===== src/rtl/pfs_pkg.sv =====
/*
 Constants, types and carriers shared by the protection fault signalling logic.
 Assumes one 50 MHz system clock and a synchronous active-high reset.
*/
// Summary of operation
// - Alarm pin selects alarm, thermistor, analog, output, link.
// - Alarm drive style: active-high, active-low or open-drain.
// - Single-wire link function always drives open-drain.
// - Active-high level from internal or user regulator.
// - Alarm styles: low/hi-Z, high/low, low/high.
// - Programmable mask picks which sources raise alarm.
// - Fault pins: fault output, thermistor, analog, output.
// - Fault pin high level from chosen regulator.
// - Fault outputs mirror charge and discharge switch-off faults.
// - Fuse pin asserted on permanent failure when enabled.
// - Idle fuse pin is hi-Z and sensed.
// - Sensed high fuse pin raises permanent failure.
// - Fuse blown only above programmed voltage threshold, unless the check is bypassed.
// - Voltage check may use pack instead of stack.
// - Open-wire sink pulses once per interval, 3 ms.
// - Open wire faults cell and above, then fails.
package pfs_pkg;
	typedef enum logic [2:0] {
		FN_PRIMARY = 3'h0,
		FN_THERM = 3'h1,
		FN_ADCIN = 3'h2,
		FN_GPO = 3'h3,
		FN_LINK = 3'h4
	} pfs_func_t;
	typedef enum logic [1:0] {
		DRV_OPEN_DRAIN = 2'h0,
		DRV_ACT_HIGH = 2'h1,
		DRV_ACT_LOW = 2'h2
	} pfs_drive_t;
	typedef enum logic {
		SUP_INTERNAL_1V8_REGULATOR = 1'h0,
		SUP_USER_REGULATOR_ONE = 1'h1
	} pfs_supply_t;
	typedef enum logic [2:0] {
		OW_IDLE = 3'h1,
		OW_WAIT = 3'h2,
		OW_PULSE = 3'h4
	} pfs_ow_state_t;
	typedef struct packed {
		pfs_func_t func;
		pfs_drive_t drive;
		pfs_supply_t supply;
		logic gpo_level;
	} pfs_pin_cfg_t;
	typedef struct packed {
		logic out;
		logic oe;
		logic analog_en;
		pfs_supply_t supply;
	} pfs_pin_drv_t;
	localparam int unsigned CLK_FREQ_HZ = 50_000_000;
	localparam int unsigned MEAS_TIME_US = 3000;
	localparam int unsigned MEAS_CYCLES = MEAS_TIME_US * (CLK_FREQ_HZ / 1_000_000);
	localparam pfs_pin_drv_t PIN_DRV_RST = 4'h0;
	localparam logic PF_RST = 1'b0;
	localparam logic FUSE_RST = 1'b0;
	localparam logic [7:0] OW_SLOT_RST = 8'h00;
endpackage


===== src/rtl/pfs_open_wire.sv =====
/*
 Cell open-wire check: periodic per-cell sink pulse and drop evaluation.
 Assumes drop comparator inputs are already synchronised to clk_sys_i.
*/
`timescale 1ns/1ps
`default_nettype none
module pfs_open_wire #(
	parameter int unsigned CELLS = 16,
	parameter int unsigned MEAS_CYC = pfs_pkg::MEAS_CYCLES
) (
	// Clock and control
	input wire logic clk_sys_i,
	input wire logic rst_i,
	input wire logic ce_i,
	// Slots between pulses, zero stops the check
	input wire logic [7:0] interval_i,
	// Drop comparators, sampled at pulse end
	input wire logic [CELLS-1:0] fault_drop_i,
	input wire logic [CELLS-1:0] pf_drop_i,
	// Results
	output logic [CELLS-1:0] sink_en_o,
	output logic [CELLS-1:0] cell_fault_o,
	output logic [CELLS-1:0] cell_pf_o,
	output logic pf_any_o
);
	localparam int unsigned CW = $clog2(MEAS_CYC);
	localparam logic [CW-1:0] CNT_LAST = CW'(MEAS_CYC - 1);
	pfs_pkg::pfs_ow_state_t state_ff, nxt_state;
	logic [CW-1:0] cnt_ff;
	logic [7:0] slot_ff;
	logic [CELLS-1:0] fault_ff, pf_ff, nxt_fault, nxt_pf;
	wire cnt_wrap = (cnt_ff == CNT_LAST);
	wire last_slot = cnt_wrap && (slot_ff >= interval_i - 8'h01);
	wire pulse_end = (state_ff == pfs_pkg::OW_PULSE) && cnt_wrap;

	always_comb begin
		nxt_state = state_ff;
		case (state_ff)
		pfs_pkg::OW_IDLE: begin
			if (interval_i != 8'h00)
				nxt_state = pfs_pkg::OW_WAIT;
		end
		pfs_pkg::OW_WAIT: begin
			if (interval_i == 8'h00)
				nxt_state = pfs_pkg::OW_IDLE;
			else if (last_slot)
				nxt_state = pfs_pkg::OW_PULSE;
		end
		pfs_pkg::OW_PULSE: begin
			if (cnt_wrap)
				nxt_state = pfs_pkg::OW_WAIT;
		end
		default: nxt_state = pfs_pkg::OW_IDLE;
		endcase
	end

	// Drop on cell i flags cell i and the one above it
	genvar gi;
	generate
		for (gi = 0; gi < CELLS; gi++) begin : g_cell
			wire below_fault = (gi == 0) ? 1'b0 : fault_drop_i[(gi == 0) ? 0 : gi-1];
			wire below_pf = (gi == 0) ? 1'b0 : pf_drop_i[(gi == 0) ? 0 : gi-1];
			assign nxt_fault[gi] = pulse_end ? (fault_drop_i[gi] | below_fault) : fault_ff[gi];
			assign nxt_pf[gi] = pf_ff[gi] | (pulse_end & (pf_drop_i[gi] | below_pf));
		end
	endgenerate

	always_ff @(posedge clk_sys_i) begin
		if (rst_i) begin
			state_ff <= pfs_pkg::OW_IDLE;
			cnt_ff <= '0;
			slot_ff <= pfs_pkg::OW_SLOT_RST;
			fault_ff <= '0;
			pf_ff <= '0;
		end else if (ce_i) begin
			state_ff <= nxt_state;
			cnt_ff <= (cnt_wrap || state_ff == pfs_pkg::OW_IDLE) ? '0 : cnt_ff + 1'b1;
			slot_ff <= (state_ff != pfs_pkg::OW_WAIT || last_slot) ? 8'h00 :
				(cnt_wrap ? slot_ff + 8'h01 : slot_ff);
			fault_ff <= nxt_fault;
			pf_ff <= nxt_pf;
		end
	end

	assign sink_en_o = {CELLS{state_ff == pfs_pkg::OW_PULSE}};
	assign cell_fault_o = fault_ff;
	assign cell_pf_o = pf_ff;
	assign pf_any_o = |pf_ff;

	property p_ow_start;
		@(posedge clk_sys_i) disable iff (rst_i)
		(ce_i && state_ff == pfs_pkg::OW_WAIT && interval_i != 8'h00 && last_slot) |=> sink_en_o[0];
	endproperty
	a_ow_start: assert property (p_ow_start) else $error("open-wire pulse did not start");
	property p_ow_stop;
		@(posedge clk_sys_i) disable iff (rst_i)
		(ce_i && pulse_end) |=> !sink_en_o[0];
	endproperty
	a_ow_stop: assert property (p_ow_stop) else $error("open-wire pulse too long");
	property p_ow_pair;
		@(posedge clk_sys_i) disable iff (rst_i)
		(ce_i && pulse_end && fault_drop_i[0]) |=> (cell_fault_o[0] && cell_fault_o[1]);
	endproperty
	a_ow_pair: assert property (p_ow_pair) else $error("open-wire fault not on both cells");
	property p_ow_pf;
		@(posedge clk_sys_i) disable iff (rst_i)
		(ce_i && pulse_end && pf_drop_i[0]) |=> (cell_pf_o[1] && pf_any_o);
	endproperty
	a_ow_pf: assert property (p_ow_pf) else $error("open-wire failure not raised");
endmodule
`default_nettype wire


===== src/rtl/pfs_top.sv =====
/*
 Alarm, fault-indication and fuse pin logic with the open-wire check.
 Assumes analog comparators and pin inputs are asynchronous, and that
 the surrounding logic provides the flags, fault sources and link drive.
*/
`timescale 1ns/1ps
`default_nettype none
module pfs_top #(
	parameter int unsigned FLAGS = 16,
	parameter int unsigned CHG_SRC = 8,
	parameter int unsigned DSG_SRC = 8,
	parameter int unsigned CELLS = 16,
	parameter int unsigned MEAS_CYC = pfs_pkg::MEAS_CYCLES
) (
	// Clock, reset, enable
	input wire logic clk_sys_i,
	input wire logic rst_i,
	input wire logic ce_i,
	// Pin configuration
	input wire pfs_pkg::pfs_pin_cfg_t alarm_cfg_i,
	input wire pfs_pkg::pfs_pin_cfg_t [1:0] fault_cfg_i,
	// Alarm sources
	input wire logic [FLAGS-1:0] alarm_mask_i,
	input wire logic [FLAGS-1:0] status_flags_i,
	input wire logic [FLAGS-1:0] status_events_i,
	input wire logic [FLAGS-1:0] event_clear_i,
	// Protection fault sources
	input wire logic [CHG_SRC-1:0] chg_fault_src_i,
	input wire logic [DSG_SRC-1:0] dsg_fault_src_i,
	input wire logic pf_src_i,
	// Fuse configuration
	input wire logic fuse_blow_en_i,
	input wire logic fuse_sense_pf_en_i,
	input wire logic fuse_check_pack_i,
	input wire logic fuse_check_bypass_i,
	// Open-wire configuration
	input wire logic [7:0] ow_interval_i,
	// Asynchronous comparators
	input wire logic stack_above_fuse_i,
	input wire logic pack_above_fuse_i,
	input wire logic [CELLS-1:0] cell_fault_drop_i,
	input wire logic [CELLS-1:0] cell_pf_drop_i,
	// Single-wire host link
	input wire logic link_tx_low_i,
	output logic link_rx_o,
	// Alarm pin
	input wire logic alarm_pin_i,
	output logic alarm_pin_o,
	output logic alarm_pin_oe_o,
	output logic alarm_analog_en_o,
	output logic alarm_supply_o,
	// Fault-indication pins: 0 charge, 1 discharge
	output logic [1:0] fault_pin_o,
	output logic [1:0] fault_pin_oe_o,
	output logic [1:0] fault_analog_en_o,
	output logic [1:0] fault_supply_o,
	// Fuse pin
	input wire logic fuse_pin_i,
	output logic fuse_pin_o,
	output logic fuse_pin_oe_o,
	// Status
	output logic alarm_active_o,
	output logic [FLAGS-1:0] event_pending_o,
	output logic charge_fault_out_o,
	output logic discharge_fault_out_o,
	output logic permanent_failure_o,
	output logic fuse_sense_pf_o,
	output logic [CELLS-1:0] ow_sink_en_o,
	output logic [CELLS-1:0] ow_cell_fault_o,
	output logic [CELLS-1:0] ow_cell_pf_o
);
	localparam int unsigned AW = 4 + 2 * CELLS;

	// Pin drive from function, style and logical level
	function automatic pfs_pkg::pfs_pin_drv_t pin_drive(
		input pfs_pkg::pfs_pin_cfg_t cfg,
		input logic prim,
		input logic link_ok,
		input logic link_low
	);
		pfs_pkg::pfs_pin_drv_t d;
		logic lvl;
		d = pfs_pkg::PIN_DRV_RST;
		d.supply = cfg.supply;
		lvl = (cfg.func == pfs_pkg::FN_GPO) ? cfg.gpo_level : prim;
		case (cfg.func)
		pfs_pkg::FN_PRIMARY, pfs_pkg::FN_GPO: begin
			case (cfg.drive)
			pfs_pkg::DRV_ACT_HIGH: begin
				d.out = lvl;
				d.oe = 1'b1;
			end
			pfs_pkg::DRV_ACT_LOW: begin
				d.out = ~lvl;
				d.oe = 1'b1;
			end
			// Undefined style falls back to open-drain, never fights a bus
			default: begin
				d.out = 1'b0;
				d.oe = lvl;
			end
			endcase
		end
		pfs_pkg::FN_THERM, pfs_pkg::FN_ADCIN: begin
			d.analog_en = 1'b1;
		end
		pfs_pkg::FN_LINK: begin
			// Link pin only ever pulls low
			d.out = 1'b0;
			d.oe = link_ok & link_low;
		end
		default: begin
			d.out = 1'b0;
		end
		endcase
		return d;
	endfunction

	// Two-stage synchroniser for all asynchronous inputs
	logic [AW-1:0] meta_ff, sync_ff;
	wire [AW-1:0] async_w = {fuse_pin_i, alarm_pin_i, stack_above_fuse_i,
		pack_above_fuse_i, cell_fault_drop_i, cell_pf_drop_i};
	wire fuse_sync = sync_ff[AW-1];
	wire alarm_sync = sync_ff[AW-2];
	wire stack_ok = sync_ff[AW-3];
	wire pack_ok = sync_ff[AW-4];
	wire [CELLS-1:0] fault_drop_sync = sync_ff[2*CELLS-1:CELLS];
	wire [CELLS-1:0] pf_drop_sync = sync_ff[CELLS-1:0];

	always_ff @(posedge clk_sys_i) begin
		if (rst_i) begin
			meta_ff <= '0;
			sync_ff <= '0;
		end else if (ce_i) begin
			meta_ff <= async_w;
			sync_ff <= meta_ff;
		end
	end

	// Alarm source evaluation
	logic [FLAGS-1:0] ev_ff;
	logic alarm_ff;
	// Clear loses to a new event in the same cycle
	wire [FLAGS-1:0] nxt_ev = (ev_ff & ~event_clear_i) | status_events_i;
	wire [FLAGS-1:0] alarm_src = (status_flags_i | ev_ff) & alarm_mask_i;
	wire nxt_alarm = |alarm_src;

	// Protection fault mirrors
	logic chg_ff, dsg_ff;
	wire nxt_chg = |chg_fault_src_i;
	wire nxt_dsg = |dsg_fault_src_i;

	// Permanent failure and fuse
	logic pf_ff, fuse_ff, sense_pf_ff;
	logic ow_pf_any;
	wire fuse_sensed_hi = fuse_sync & ~fuse_ff;
	wire sense_pf = fuse_sense_pf_en_i & fuse_sensed_hi;
	wire nxt_pf = pf_ff | pf_src_i | ow_pf_any | sense_pf;
	wire v_ok = fuse_check_bypass_i | (fuse_check_pack_i ? pack_ok : stack_ok);
	wire nxt_fuse = fuse_ff | (pf_ff & fuse_blow_en_i & v_ok);

	// Pin drives
	pfs_pkg::pfs_pin_drv_t alarm_drv_ff;
	wire pfs_pkg::pfs_pin_drv_t nxt_alarm_drv = pin_drive(alarm_cfg_i, nxt_alarm,
		1'b1, link_tx_low_i);
	wire [1:0] fault_lvl = {nxt_dsg, nxt_chg};

	always_ff @(posedge clk_sys_i) begin
		if (rst_i) begin
			ev_ff <= '0;
			alarm_ff <= 1'b0;
			chg_ff <= 1'b0;
			dsg_ff <= 1'b0;
			alarm_drv_ff <= pfs_pkg::PIN_DRV_RST;
		end else if (ce_i) begin
			ev_ff <= nxt_ev;
			alarm_ff <= nxt_alarm;
			chg_ff <= nxt_chg;
			dsg_ff <= nxt_dsg;
			alarm_drv_ff <= nxt_alarm_drv;
		end
	end

	always_ff @(posedge clk_sys_i) begin
		if (rst_i) begin
			pf_ff <= pfs_pkg::PF_RST;
			fuse_ff <= pfs_pkg::FUSE_RST;
			sense_pf_ff <= 1'b0;
		end else if (ce_i) begin
			pf_ff <= nxt_pf;
			fuse_ff <= nxt_fuse;
			sense_pf_ff <= sense_pf_ff | sense_pf;
		end
	end

	// One drive stage per fault-indication pin; no link function here
	genvar gp;
	generate
		for (gp = 0; gp < 2; gp++) begin : g_fault_pin
			// Register local to each pin, so each variable has one writer
			pfs_pkg::pfs_pin_drv_t drv_ff;
			wire pfs_pkg::pfs_pin_drv_t nxt_drv = pin_drive(fault_cfg_i[gp],
				fault_lvl[gp], 1'b0, 1'b0);
			always_ff @(posedge clk_sys_i) begin
				if (rst_i)
					drv_ff <= pfs_pkg::PIN_DRV_RST;
				else if (ce_i)
					drv_ff <= nxt_drv;
			end
			assign fault_pin_o[gp] = drv_ff.out;
			assign fault_pin_oe_o[gp] = drv_ff.oe;
			assign fault_analog_en_o[gp] = drv_ff.analog_en;
			assign fault_supply_o[gp] = drv_ff.supply;
		end
	endgenerate

	pfs_open_wire #(
		.CELLS(CELLS),
		.MEAS_CYC(MEAS_CYC)
	) u_open_wire (
		.clk_sys_i(clk_sys_i),
		.rst_i(rst_i),
		.ce_i(ce_i),
		.interval_i(ow_interval_i),
		.fault_drop_i(fault_drop_sync),
		.pf_drop_i(pf_drop_sync),
		.sink_en_o(ow_sink_en_o),
		.cell_fault_o(ow_cell_fault_o),
		.cell_pf_o(ow_cell_pf_o),
		.pf_any_o(ow_pf_any)
	);

	assign alarm_pin_o = alarm_drv_ff.out;
	assign alarm_pin_oe_o = alarm_drv_ff.oe;
	assign alarm_analog_en_o = alarm_drv_ff.analog_en;
	assign alarm_supply_o = alarm_drv_ff.supply;
	assign link_rx_o = alarm_sync;
	// Fuse drives high once and stays; blowing is not undone
	assign fuse_pin_o = fuse_ff;
	assign fuse_pin_oe_o = fuse_ff;
	assign alarm_active_o = alarm_ff;
	assign event_pending_o = ev_ff;
	assign charge_fault_out_o = chg_ff;
	assign discharge_fault_out_o = dsg_ff;
	assign permanent_failure_o = pf_ff;
	assign fuse_sense_pf_o = sense_pf_ff;

	property p_link_od;
		@(posedge clk_sys_i) disable iff (rst_i)
		(ce_i && alarm_cfg_i.func == pfs_pkg::FN_LINK) |=> !alarm_pin_o;
	endproperty
	a_link_od: assert property (p_link_od) else $error("link pin driven high");
	property p_link_follow;
		@(posedge clk_sys_i) disable iff (rst_i)
		(ce_i && alarm_cfg_i.func == pfs_pkg::FN_LINK) |=>
			(alarm_pin_oe_o == $past(link_tx_low_i));
	endproperty
	a_link_follow: assert property (p_link_follow) else $error("link pin not following");
	property p_alarm_high;
		@(posedge clk_sys_i) disable iff (rst_i)
		(ce_i && alarm_cfg_i.func == pfs_pkg::FN_PRIMARY &&
			alarm_cfg_i.drive == pfs_pkg::DRV_ACT_HIGH && nxt_alarm)
			|=> (alarm_pin_o && alarm_pin_oe_o);
	endproperty
	a_alarm_high: assert property (p_alarm_high) else $error("active-high alarm not driven");
	property p_alarm_od_idle;
		@(posedge clk_sys_i) disable iff (rst_i)
		(ce_i && alarm_cfg_i.func == pfs_pkg::FN_PRIMARY &&
			alarm_cfg_i.drive == pfs_pkg::DRV_OPEN_DRAIN && !nxt_alarm)
			|=> !alarm_pin_oe_o;
	endproperty
	a_alarm_od_idle: assert property (p_alarm_od_idle) else $error("open-drain idle driven");
	property p_mask_event;
		@(posedge clk_sys_i) disable iff (rst_i)
		(ce_i && (status_events_i & alarm_mask_i) != '0) |=> ##1 (!ce_i || alarm_active_o);
	endproperty
	a_mask_event: assert property (p_mask_event) else $error("unmasked event lost");
	property p_alarm_release;
		@(posedge clk_sys_i) disable iff (rst_i)
		(ce_i && alarm_src == '0) |=> !alarm_active_o;
	endproperty
	a_alarm_release: assert property (p_alarm_release) else $error("alarm held with no source");
	property p_set_wins;
		@(posedge clk_sys_i) disable iff (rst_i)
		(ce_i && (status_events_i & event_clear_i) != '0) |=>
			((event_pending_o & $past(status_events_i)) == $past(status_events_i));
	endproperty
	a_set_wins: assert property (p_set_wins) else $error("event lost to clear");
	property p_fault_mirror;
		@(posedge clk_sys_i) disable iff (rst_i)
		ce_i |=> (charge_fault_out_o == $past(nxt_chg) &&
			discharge_fault_out_o == $past(nxt_dsg));
	endproperty
	a_fault_mirror: assert property (p_fault_mirror) else $error("fault output mismatch");
	property p_fault_pin;
		@(posedge clk_sys_i) disable iff (rst_i)
		(ce_i && fault_cfg_i[0].func == pfs_pkg::FN_PRIMARY &&
			fault_cfg_i[0].drive == pfs_pkg::DRV_ACT_HIGH) |=>
			(fault_pin_oe_o[0] && fault_pin_o[0] == charge_fault_out_o);
	endproperty
	a_fault_pin: assert property (p_fault_pin) else $error("charge fault pin wrong");
	property p_fuse_gate;
		@(posedge clk_sys_i) disable iff (rst_i)
		$rose(fuse_pin_oe_o) |-> ($past(v_ok) && $past(permanent_failure_o) &&
			$past(fuse_blow_en_i));
	endproperty
	a_fuse_gate: assert property (p_fuse_gate) else $error("fuse blown without check");
	property p_fuse_fire;
		@(posedge clk_sys_i) disable iff (rst_i)
		(ce_i && permanent_failure_o && fuse_blow_en_i && v_ok) |=> fuse_pin_oe_o;
	endproperty
	a_fuse_fire: assert property (p_fuse_fire) else $error("fuse not asserted");
	property p_fuse_pack;
		@(posedge clk_sys_i) disable iff (rst_i)
		(ce_i && !fuse_pin_oe_o && fuse_check_pack_i && !pack_ok &&
			!fuse_check_bypass_i) |=> !fuse_pin_oe_o;
	endproperty
	a_fuse_pack: assert property (p_fuse_pack) else $error("pack check ignored");
	property p_fuse_sense;
		@(posedge clk_sys_i) disable iff (rst_i)
		(ce_i && !fuse_pin_oe_o && fuse_sense_pf_en_i && fuse_sync) |=>
			(permanent_failure_o && fuse_sense_pf_o);
	endproperty
	a_fuse_sense: assert property (p_fuse_sense) else $error("fuse sense missed");
	property p_ow_pf_path;
		@(posedge clk_sys_i) disable iff (rst_i)
		(ce_i && ow_pf_any) |=> permanent_failure_o;
	endproperty
	a_ow_pf_path: assert property (p_ow_pf_path) else $error("open-wire failure not latched");
endmodule
`default_nettype wire


===== config.mk =====
export PLATFORM = sky130hd
export DESIGN_NAME = pfs_top
export DESIGN_NICKNAME = d
export VERILOG_FILES = /design/src/rtl/pfs_pkg.sv /design/src/rtl/pfs_open_wire.sv /design/src/rtl/pfs_top.sv
export SDC_FILE = /design/constraint.sdc
export NUM_CORES = 1
export LEC_CHECK = 0
export BUFFER_PORTS_ARGS = -buffer_cell sky130_fd_sc_hd__buf_2
export CAP_MARGIN = 10
export CORE_MARGIN = 1.5
export CORE_UTILIZATION = 54
export CTS_CLUSTER_DIAMETER = 200
export DETAILED_ROUTE_END_ITERATION = 16
export PLACE_DENSITY = 0.95
export REMOVE_ABC_BUFFERS = 1
export SLEW_MARGIN = 15
export SYNTH_ARGS = -nofsm -noshare
export SYNTH_HDL_FRONTEND = slang
export SYNTH_SLANG_ARGS = --single-unit

===== constraint.sdc =====
create_clock -name clk_sys_i -period 6.1 [get_ports clk_sys_i]
set_clock_uncertainty 0.1 [all_clocks]
set_input_delay 0 -clock clk_sys_i [delete_from_list [all_inputs] [get_ports clk_sys_i]]
set_output_delay 0 -clock clk_sys_i [all_outputs]
set_load 0.02 [all_outputs]

**Yosys cells after proc, flatten, opt, wreduce, memory -nomap -nowiden**

Cells that the tools add are included.
W data, S select, Z words.

- Register bits: 167
- Latch bits: 0
- RAM bits: 0
- ROM bits: 0
- Input port bits: 154
- Output and inout bits: 84
- Logic and storage cells: 182
- Memories kept: 0

- Add/sub/neg operators: 3
- Multipliers: 0
- Div/mod/pow operators: 0
- $lt $le $gt $ge: 1
- Equal/unequal tests: 24
- Shifts and indexed selects: 0
- Mux-type cells: 24
- Bitwise operators: 81
- Reductions and logical operators: 23

Operators by type and width:

| operator | count |
|---|---|
| $or A1 B1 Y1 | 52 |
| $and A16 B16 Y16 | 2 |
| $or A16 B16 Y16 | 2 |
| $reduce_or A16 Y1 | 2 |
| $eq A3 B2 Y1 const B | 7 |
| $and A1 B1 Y1 | 20 |
| $add A18 B1 Y18 const B | 1 |
| $eq A18 B18 Y1 const B | 1 |
| $mux W18 | 1 |
| $mux W8 | 2 |
| $not A16 Y16 | 1 |
| $reduce_or A8 Y1 | 2 |
| $eq A3 B1 Y1 const B | 4 |
| $mux W1 | 12 |
| $mux W3 | 4 |
| $pmux W2 S2 | 3 |
| $reduce_or A2 Y1 | 6 |
| $logic_not A3 Y1 | 3 |
| $pmux W3 S3 | 1 |
| $add A8 B1 Y8 const B | 1 |
| $ge A8 B8 Y1 | 1 |
| $logic_not A8 Y1 | 1 |
| $reduce_bool A8 Y1 | 1 |
| $sub A8 B1 Y8 const B | 1 |
| other kinds (13) | 25 |

**Depth between registers and ports, before layout**

Gate-level depths: netlist (run 1).

- Depth in word-level cells: 7
- Depth in mapped cells: 10

**By module**

A second synthesis (run 1) with hierarchy kept.

- Cells, all modules: 807
- Area, all modules: 7308.3 um^2

By module, submodules not included:

| module | times used | cells each | area each (um^2) |
|---|---|---|---|
| pfs_top | 1 | 437 | 4184.0 |
| pfs_open_wire | 1 | 370 | 3124.2 |

**Worst setup path after synthesis (run 1)**

OpenSTA, ideal clock, no wires.

- Path kind: register -> register
- From: register u_open_wire.state_ff[0]
- To: register u_open_wire.fault_ff[10] (netlist: u_open_wire.cell_fault_o[10])
- Data arrival time: 2130 ps
- Data required time: 5862 ps
- Path slack: 3732 ps
- Stages on the path, launching flop included: 7
- Path buffers: 2
- Path through: dfxtp_1 nand2b_1 nor2_1 and3_1 buf_2 buf_1 a211oi_1

- Word-level cells in the longest chain between the ends: 3

Ends and longest elaborated chain:

| item | line | source |
|---|---|---|
| from (decl) | pfs_open_wire.sv:28 | `pfs_pkg::pfs_ow_state_t state_ff, nxt_state;` |
| from (signal assigned) | pfs_open_wire.sv:70 | `state_ff <= pfs_pkg::OW_IDLE;` |
| from (signal assigned) | pfs_open_wire.sv:76 | `state_ff <= nxt_state;` |
| $eq A3 B3 Y1 | - |  |
| named net ow_sink_en_o[0] | pfs_top.sv:68 | `output logic [CELLS-1:0] ow_sink_en_o,` |
| $logic_and A1 B1 Y1 | pfs_open_wire.sv:34 | `wire pulse_end = (state_ff == pfs_pkg::OW_PULSE) && cnt_wrap;` |
| $reduce_and A2 Y1 (no line) | - |  |
| to (signal assigned) | pfs_open_wire.sv:80 | `fault_ff <= nxt_fault;` |
| to (decl) | pfs_open_wire.sv:31 | `logic [CELLS-1:0] fault_ff, pf_ff, nxt_fault, nxt_pf;` |

The timed path passes the listed nets, and every way through them passes these cells.
A chain may end at the register's enable or synchronous reset.

**Worst setup path after layout (run 1)**

- From: register u_open_wire.cnt_ff[4]
- To: register u_open_wire.pf_ff[2] (netlist: u_open_wire.cell_pf_o[2])

- Word-level cells in the longest chain between the ends: 4

Ends and longest elaborated chain:

| item | line | source |
|---|---|---|
| from (decl) | pfs_open_wire.sv:29 | `logic [CW-1:0] cnt_ff;` |
| from (signal assigned) | pfs_open_wire.sv:77 | `cnt_ff <= (cnt_wrap \|\| state_ff == pfs_pkg::OW_IDLE) ? '0 : cnt_ff + 1'b1;` |
| $eq A18 B18 Y1 | pfs_open_wire.sv:32 | `wire cnt_wrap = (cnt_ff == CNT_LAST);` |
| $logic_and A1 B1 Y1 | pfs_open_wire.sv:34 |  |
| $and A1 B1 Y1 | pfs_open_wire.sv:64 | `assign nxt_pf[gi] = pf_ff[gi] \| (pulse_end & (pf_drop_i[gi] \| below_pf));` |
| $or A1 B1 Y1 | pfs_open_wire.sv:64 |  |
| to (signal assigned) | pfs_open_wire.sv:81 | `pf_ff <= nxt_pf;` |
| to (decl) | pfs_open_wire.sv:31 |  |

Every way passes these cells.

==> results.cfg, run 1 <==
[floorplanning]
fp-row-count = 41
die_height_um = 118
start_util_pct = 56.1
dieWidth_um = 118
dieArea_mm2 = 0.0140
io_pins = 238
core_area_mm2 = 0.0128

[worst_setup_path]
critPathKind = reg2reg
critical_path.slowest_cell = and3_2
slowest_delay_ns = 0.87
arrival_ns = 3.27
cp_max_fo = 47
crit_chain = nor4b_1 > nand4b_1 > nor2_1 > and3_2 > o21ai_0 > a21oi_1
required_ns = 6.35
cp-end-kind = flip-flop
worstSetupStartpointType = flip-flop

[yosys]
yosys_warnings = 0
synth_flop_cell = dfxtp_1
synth_area_leaders = dfxtp_1, mux2i_1, nor2_1, ha_1, o21ai_0
synth_top_area_share_pct = 46.5
synth_commonest_cells = nor2_1, dfxtp_1, mux2i_1, o21ai_0, nand2_1
synth_cell_types = 49
synth_largest_area_cell = dfxtp_1
synth.most_common_cell = nor2_1
synthArstFlopShare_pct = 0
synth_edf_count = 0
avgSynthCellArea_um2 = 8.95
syn_area_mm2 = 0.00719
ys_seq_area_share_pct = 46.5
synth-seq-cells = 167
synth_cells = 804

[sta]
setup_violations = 0
fin_crit_sh_pct = 49.4
period_minus_slack_ns = 3.02
drv_slew = 0
fmaxAchievable_mhz = 332
tightest_slew_ns = 0.940
rsz0062_at_grt = false
slew_headroom_pct = 37.3
hold_viol = 0

[place]
place_area_mm2 = 0.00833
placedCellCount = 1156
dp_hpwl_um = 11700
routabilityCongestion = 0.875
portBuffers = 237

[detailed_routing]
antenna_left = 0
num_vias = 7118
drt_iter0_markers = 541
drt_pass1_iterations = 6
avgViaCountPerCell = 5.42
drt-total-wl_um = 21500
wl_per_cell_um = 16.4
drc = 0

[clock_tree]
clock_path_buffers = 2
cts.sinks = 167
root_buffer = clkbuf_16
htree_levels = 4
clk_pin_slew_worst_paths_ns = 0.07
cts_tree = done
numCtsBuffers = 17
clkLatencyLatePin_ns = 0.43
post_cts_buffers = 0

[finish]
final_layout_size_suffix_gt1_share_pct = 24.4
syn2layout_area_growth_pct = 41.1
seq_area_mm2 = 0.00334
fin_cells = 1314
diodes = 0
multi_input_comb_area_mm2 = 0.00345
post-route-cell-area_mm2 = 0.0102
fillers = 777
nets = 1301

[power_and_ir_drop]
p_seq_share_pct = 46.2
switchingPower_uw = 652
power.share.switching_pct = 26.1
pwr-share-comb_pct = 12.3
ir_worst_vdd_mv = 0.251
power_leakage_uw = 0.00464
internal_power_uw = 1850
power.density_mw_per_mm2 = 246
p_clk_share_pct = 41.5

[global_route]
grt_usage_pct = 30.3
grt_pass1_vias = 7141
grt_max_degree = 87
antenna_found_initial = 0
overflow = 0
grt_pass1_wl_um = 34200

[min_path]
hold_path.class = in2reg

[run]
cap_violations = 0

[status]
status = finished clean
## registers in the layout, indices dropped and copies added, names as in the netlist
register and count:
u_open_wire.cell_pf_o 16, fault_pin_oe_o 2, alarm_pin_oe_o 1, fault_analog_en_o 2
u_open_wire.cnt_ff 18, permanent_failure_o 1, meta_ff 36, u_open_wire.state_ff 3
fault_pin_o 2, sync_ff 36, alarm_active_o 1, charge_fault_out_o 1
alarm_supply_o 1, fuse_pin_o 1, fuse_sense_pf_o 1, fault_supply_o 2
alarm_analog_en_o 1, event_pending_o 16, alarm_pin_o 1, u_open_wire.cell_fault_o 16
u_open_wire.slot_ff 8, discharge_fault_out_o 1
## placed cells by master (no fill, tap or decap), drive strengths merged, types with 4 or more instances in the layout
cell type | synthesis | routed
nor4 | 11 | 11
xnor2 | 13 | 13
nor4b | 4 | 4
xor2 | 17 | 17
nand4b | 5 | 5
ha | 18 | 18
nand3b | 5 | 5
clkbuf | 31 | 20
a22oi | 16 | 16
a211oi | 16 | 16
o21ai | 41 | 41
dfxtp | 167 | 167
nand4 | 13 | 13
inv | 30 | 38
and3 | 7 | 7
nand3 | 12 | 12
mux2i | 82 | 82
o211ai | 5 | 5
buf | 28 | 239
a21oi | 31 | 31
nand2b | 12 | 12
nand2 | 38 | 38
dlygate4sd3 | 0 | 126
nor2 | 169 | 169
## per-layer routing
layer | track usage, % | wire, um | vias to the layer above
li1 | - | - | 3401
met5 | 0 | 0 | -
met3 | 9.75 | 1430 | 97
met1 | 32.0 | 8200 | 3297
met2 | 53.8 | 10900 | 323
met4 | 15.7 | 960 | 0
## power by group through the flow
stage | combinational [uW] | sequential (uW) | clock [uW]
6_report | 308 | 1160 | 1040
5_1_grt | 332 | 1160 | 1100
4_1_cts | 294 | 1150 | 1040
3_5_place_dp | 224 | 1180 | 0
3_3_place_gp | 215 | 1170 | 0
2_1_floorplan | 92.9 | 1190 | 0
## per-stage QoR
step	worst slack (ns)	util [%]	total power [uW]	hold slack [ns]	TNS, ns
final	3.08	79.2	2500	0.0245	0
after global placement	3.38	64.9	1390	0.131	0
after floorplan	-0.166	-	1280	-0.0309	-4.17
after CTS	3.09	79.2	2490	0.00662	0
after global routing	2.88	79.2	2590	0.0419	0
after detailed placement	3.27	64.9	1400	0.143	0
## cells by family after synthesis
logic type | synth area share (%)
compound gates | 10.8
flops | 46.5
buf+inv | 5.65
simple gates | 18.6
xor+xnor | 3.65
mux | 11.7
fa+ha+maj | 3.13
## critical path: cells and delay by family, from the launching register on
family	cells	cell delay, ns
AO/OA/AOI/OAI	2	0.52
flip-flops	1	0.34
AND/OR/NAND/NOR	4	1.96
## area by class of cell
| type | instances | area share, % |
|---|---|---|
| multi-input combinational | 548 | 33.9 |
| timing repair buffer | 365 | 24.3 |
| clock buffer | 20 | 4.50 |
| clock inverter | 12 | 1.07 |
| tap | 172 | 2.12 |
| inverter | 30 | 1.11 |
| sequential | 167 | 32.9 |
## worst paths after layout
| path | cells after the start | slack, ns | start | to |
|---|---|---|---|---|
| setup / recovery | 6 | 3.08 | u_open_wire.cnt_ff[4] | u_open_wire.cell_pf_o[2] |
| hold / removal | 5 | 0.02 | ow_interval_i[7] | u_open_wire.state_ff[2] |
| setup reg to reg | 6 | 3.08 | u_open_wire.cnt_ff[4] | u_open_wire.cell_pf_o[2] |
| hold reg to reg | 2 | 0.37 | u_open_wire.cell_pf_o[7] | u_open_wire.cell_pf_o[7] |
## repair_timing
item                      in CTS  in global routing
gates resized for setup        0                  0
hold buffers                 126                  0
hold endpoints to repair      83                  0
No activity file was read; power rests on OpenSTA's default activity.
==> run 2: changes to the inputs <==
CORE_UTILIZATION = 51   (was 54)
PLACE_DENSITY = 0.91   (was 0.95)
clock period = 2.9 ns   (was 6.1 ns; I/O delays follow)
==> run 2 against run 1 <==
  * Power up 120%
  * Largest power group unchanged
  * Critical path depth rose by 2
  * Wire length decreased by 1.6%
  * Largest cell class unchanged
  * Flip-flop and latch count did not move
  * Final area barely moved
  * Combinational power increased by 110%
  * Critical endpoint is now permanent_failure_o
  * Hold slack worse by 0.0059 ns
  * Clock power increased by 130%
  * Highest routed layer unchanged
  * Sequential power is 110% higher
  * Non-clock buffer count fell by 8
  * Sequential share of layout area barely moved
  * Fmax is 10% higher
==> results.cfg, run 2 (synthesized netlist as in run 1, its figures left out) <==
[floorplanning]
fp-row-count = 43
dieWidth_um = 122
start_util_pct = 52.0
die_height_um = 122
dieArea_mm2 = 0.0148
io_pins = 238
core_area_mm2 = 0.0138

[worst_setup_path]
arrival_ns = 2.95
ff2ff_path_depth = 8
crit_chain = nor4_1 > nand2_1 > nor4_1 > nand2_1 > a21oi_1 > dlygate4sd3_1 > nor2_1 > dlygate4sd3_1
critPathKind = reg2reg
critical_path.slowest_cell = dlygate4sd3_1
cp_max_fo = 3
worstSetupStartpointType = flip-flop
cp-end-kind = flip-flop
slowest_delay_ns = 0.56
r2r_slack_ns = 0.16
required_ns = 3.11

[power_and_ir_drop]
power_uw = 5460
power.density_mw_per_mm2 = 538
power_leakage_uw = 0.00460
ir_worst_vdd_mv = 0.547

[sta]
setup_ws_ns = 0.159
fin_crit_sh_pct = 94.5
rsz0062_at_grt = false
tightest_slew_ns = 0.736
drv_slew = 0
period_minus_slack_ns = 2.74
setup_violations = 0
slew_headroom_pct = 50.3
fmaxAchievable_mhz = 365
hold_viol = 0

[clock_tree]
post_cts_buffers = 0
clock_path_buffers = 2
cts.sinks = 167
cts_tree = done
numCtsBuffers = 17
htree_levels = 4
clk_pin_slew_worst_paths_ns = 0.07
clkLatencyLatePin_ns = 0.43
root_buffer = clkbuf_16
cts_resized = 0

[min_path]
holdPathStages = 4
hold_path.class = in2reg

[finish]
final_common_cell = buf_2
final_layout_size_suffix_gt1_share_pct = 25.2
fin_util_pct = 73.4
top_regs = meta_ff (36), sync_ff (36), u_open_wire.cnt_ff (18)
post-route-cell-area_mm2 = 0.0101
syn2layout_area_growth_pct = 41.1
diodes = 0
nets = 1293
layout_common_cells = buf_2, nor2_1, dfxtp_1

[global_route]
overflow = 0
antenna_found_initial = 0
grt_pass1_wl_um = 33000
grt_max_degree = 104
grt_use_met3_pct = 8.80
grt_util_met2_pct = 49.4
grt_pass1_vias = 6970
grt_usage_pct = 28.0
grt.busiest_layer = met2
globalRouteMet1Util_pct = 31.3

[detailed_routing]
drt-total-wl_um = 21200
drc = 0
avgViaCountPerCell = 5.42
wl_per_cell_um = 16.1
drt_iter0_markers = 453
num_vias = 7116
antenna_left = 0
drt_pass1_iterations = 5

[place]
routabilityCongestion = 0.808
dp_hpwl_um = 11700
dp_slack_ns = 0.419
portBuffers = 237
place_area_mm2 = 0.00839

[status]
status = finished clean

[run]
cap_violations = 0
[run 2: final cells by class]
class	instances	area, um^2
Timing Repair Buffer	357	2390
Sequential cell	167	3340
Fill cell	889	3680
Clock buffer	17	425
Multi-Input combinational cell	548	3450
Tap cell	180	225
Inverter	30	113
Clock inverter	15	208
[run 2: metrics by stage]
| stage | cells | setup TNS [ns] | hold WS (ns) |
|---|---|---|---|
| detailed placement | 1170 | 0 | 0.141 |
| finish | 1314 | 0 | 0.0186 |
| global route | 1314 | 0 | 0.0284 |
| floorplan | 745 | -132.95 | -0.0309 |
| CTS | 1314 | 0 | 0.00557 |
| global placement | 1170 | 0 | 0.131 |
[run 2: worst paths after layout]
check,start,end
setup / recovery,u_open_wire.cell_pf_o[0],permanent_failure_o
hold / removal,ow_interval_i[7],u_open_wire.state_ff[1]
setup reg to reg,u_open_wire.cell_pf_o[0],permanent_failure_o
hold reg to reg,u_open_wire.cell_pf_o[7],u_open_wire.cell_pf_o[7]
[run 2: timing repair]
| item | 4_1_cts | 5_1_grt |
|---|---|---|
| endpoints found under the setup margin | 0 | 0 |
| hold endpoints to repair | 88 | 0 |
| hold buffers | 112 | 0 |
[run 2: routing by layer]
layer | routed length (um) | vias to the layer above
li1 | - | 3396
met2 | 10900 | 318
met1 | 8270 | 3348
met3 | 1470 | 54
met5 | 0 | -
met4 | 505 | 0
[run 2: report_power, final]
group | leakage, uW | internal (uW) | switching [uW]
sequential | 0.00136 | 2370 | 58.4
clock | 0.000307 | 1330 | 1070
combinational | 0.00293 | 332 | 305
total | 0.00460 | 4030 | 1430
[run 2: worst max-delay path, delay by kind of cell, from the launching register on]
family | cells | cell delay [ns]
DFF | 1 | 0.34
and+or+nand+nor | 5 | 0.93
buffers and inverters | 2 | 1.12
AOI/OAI and AO/OA | 1 | 0.14
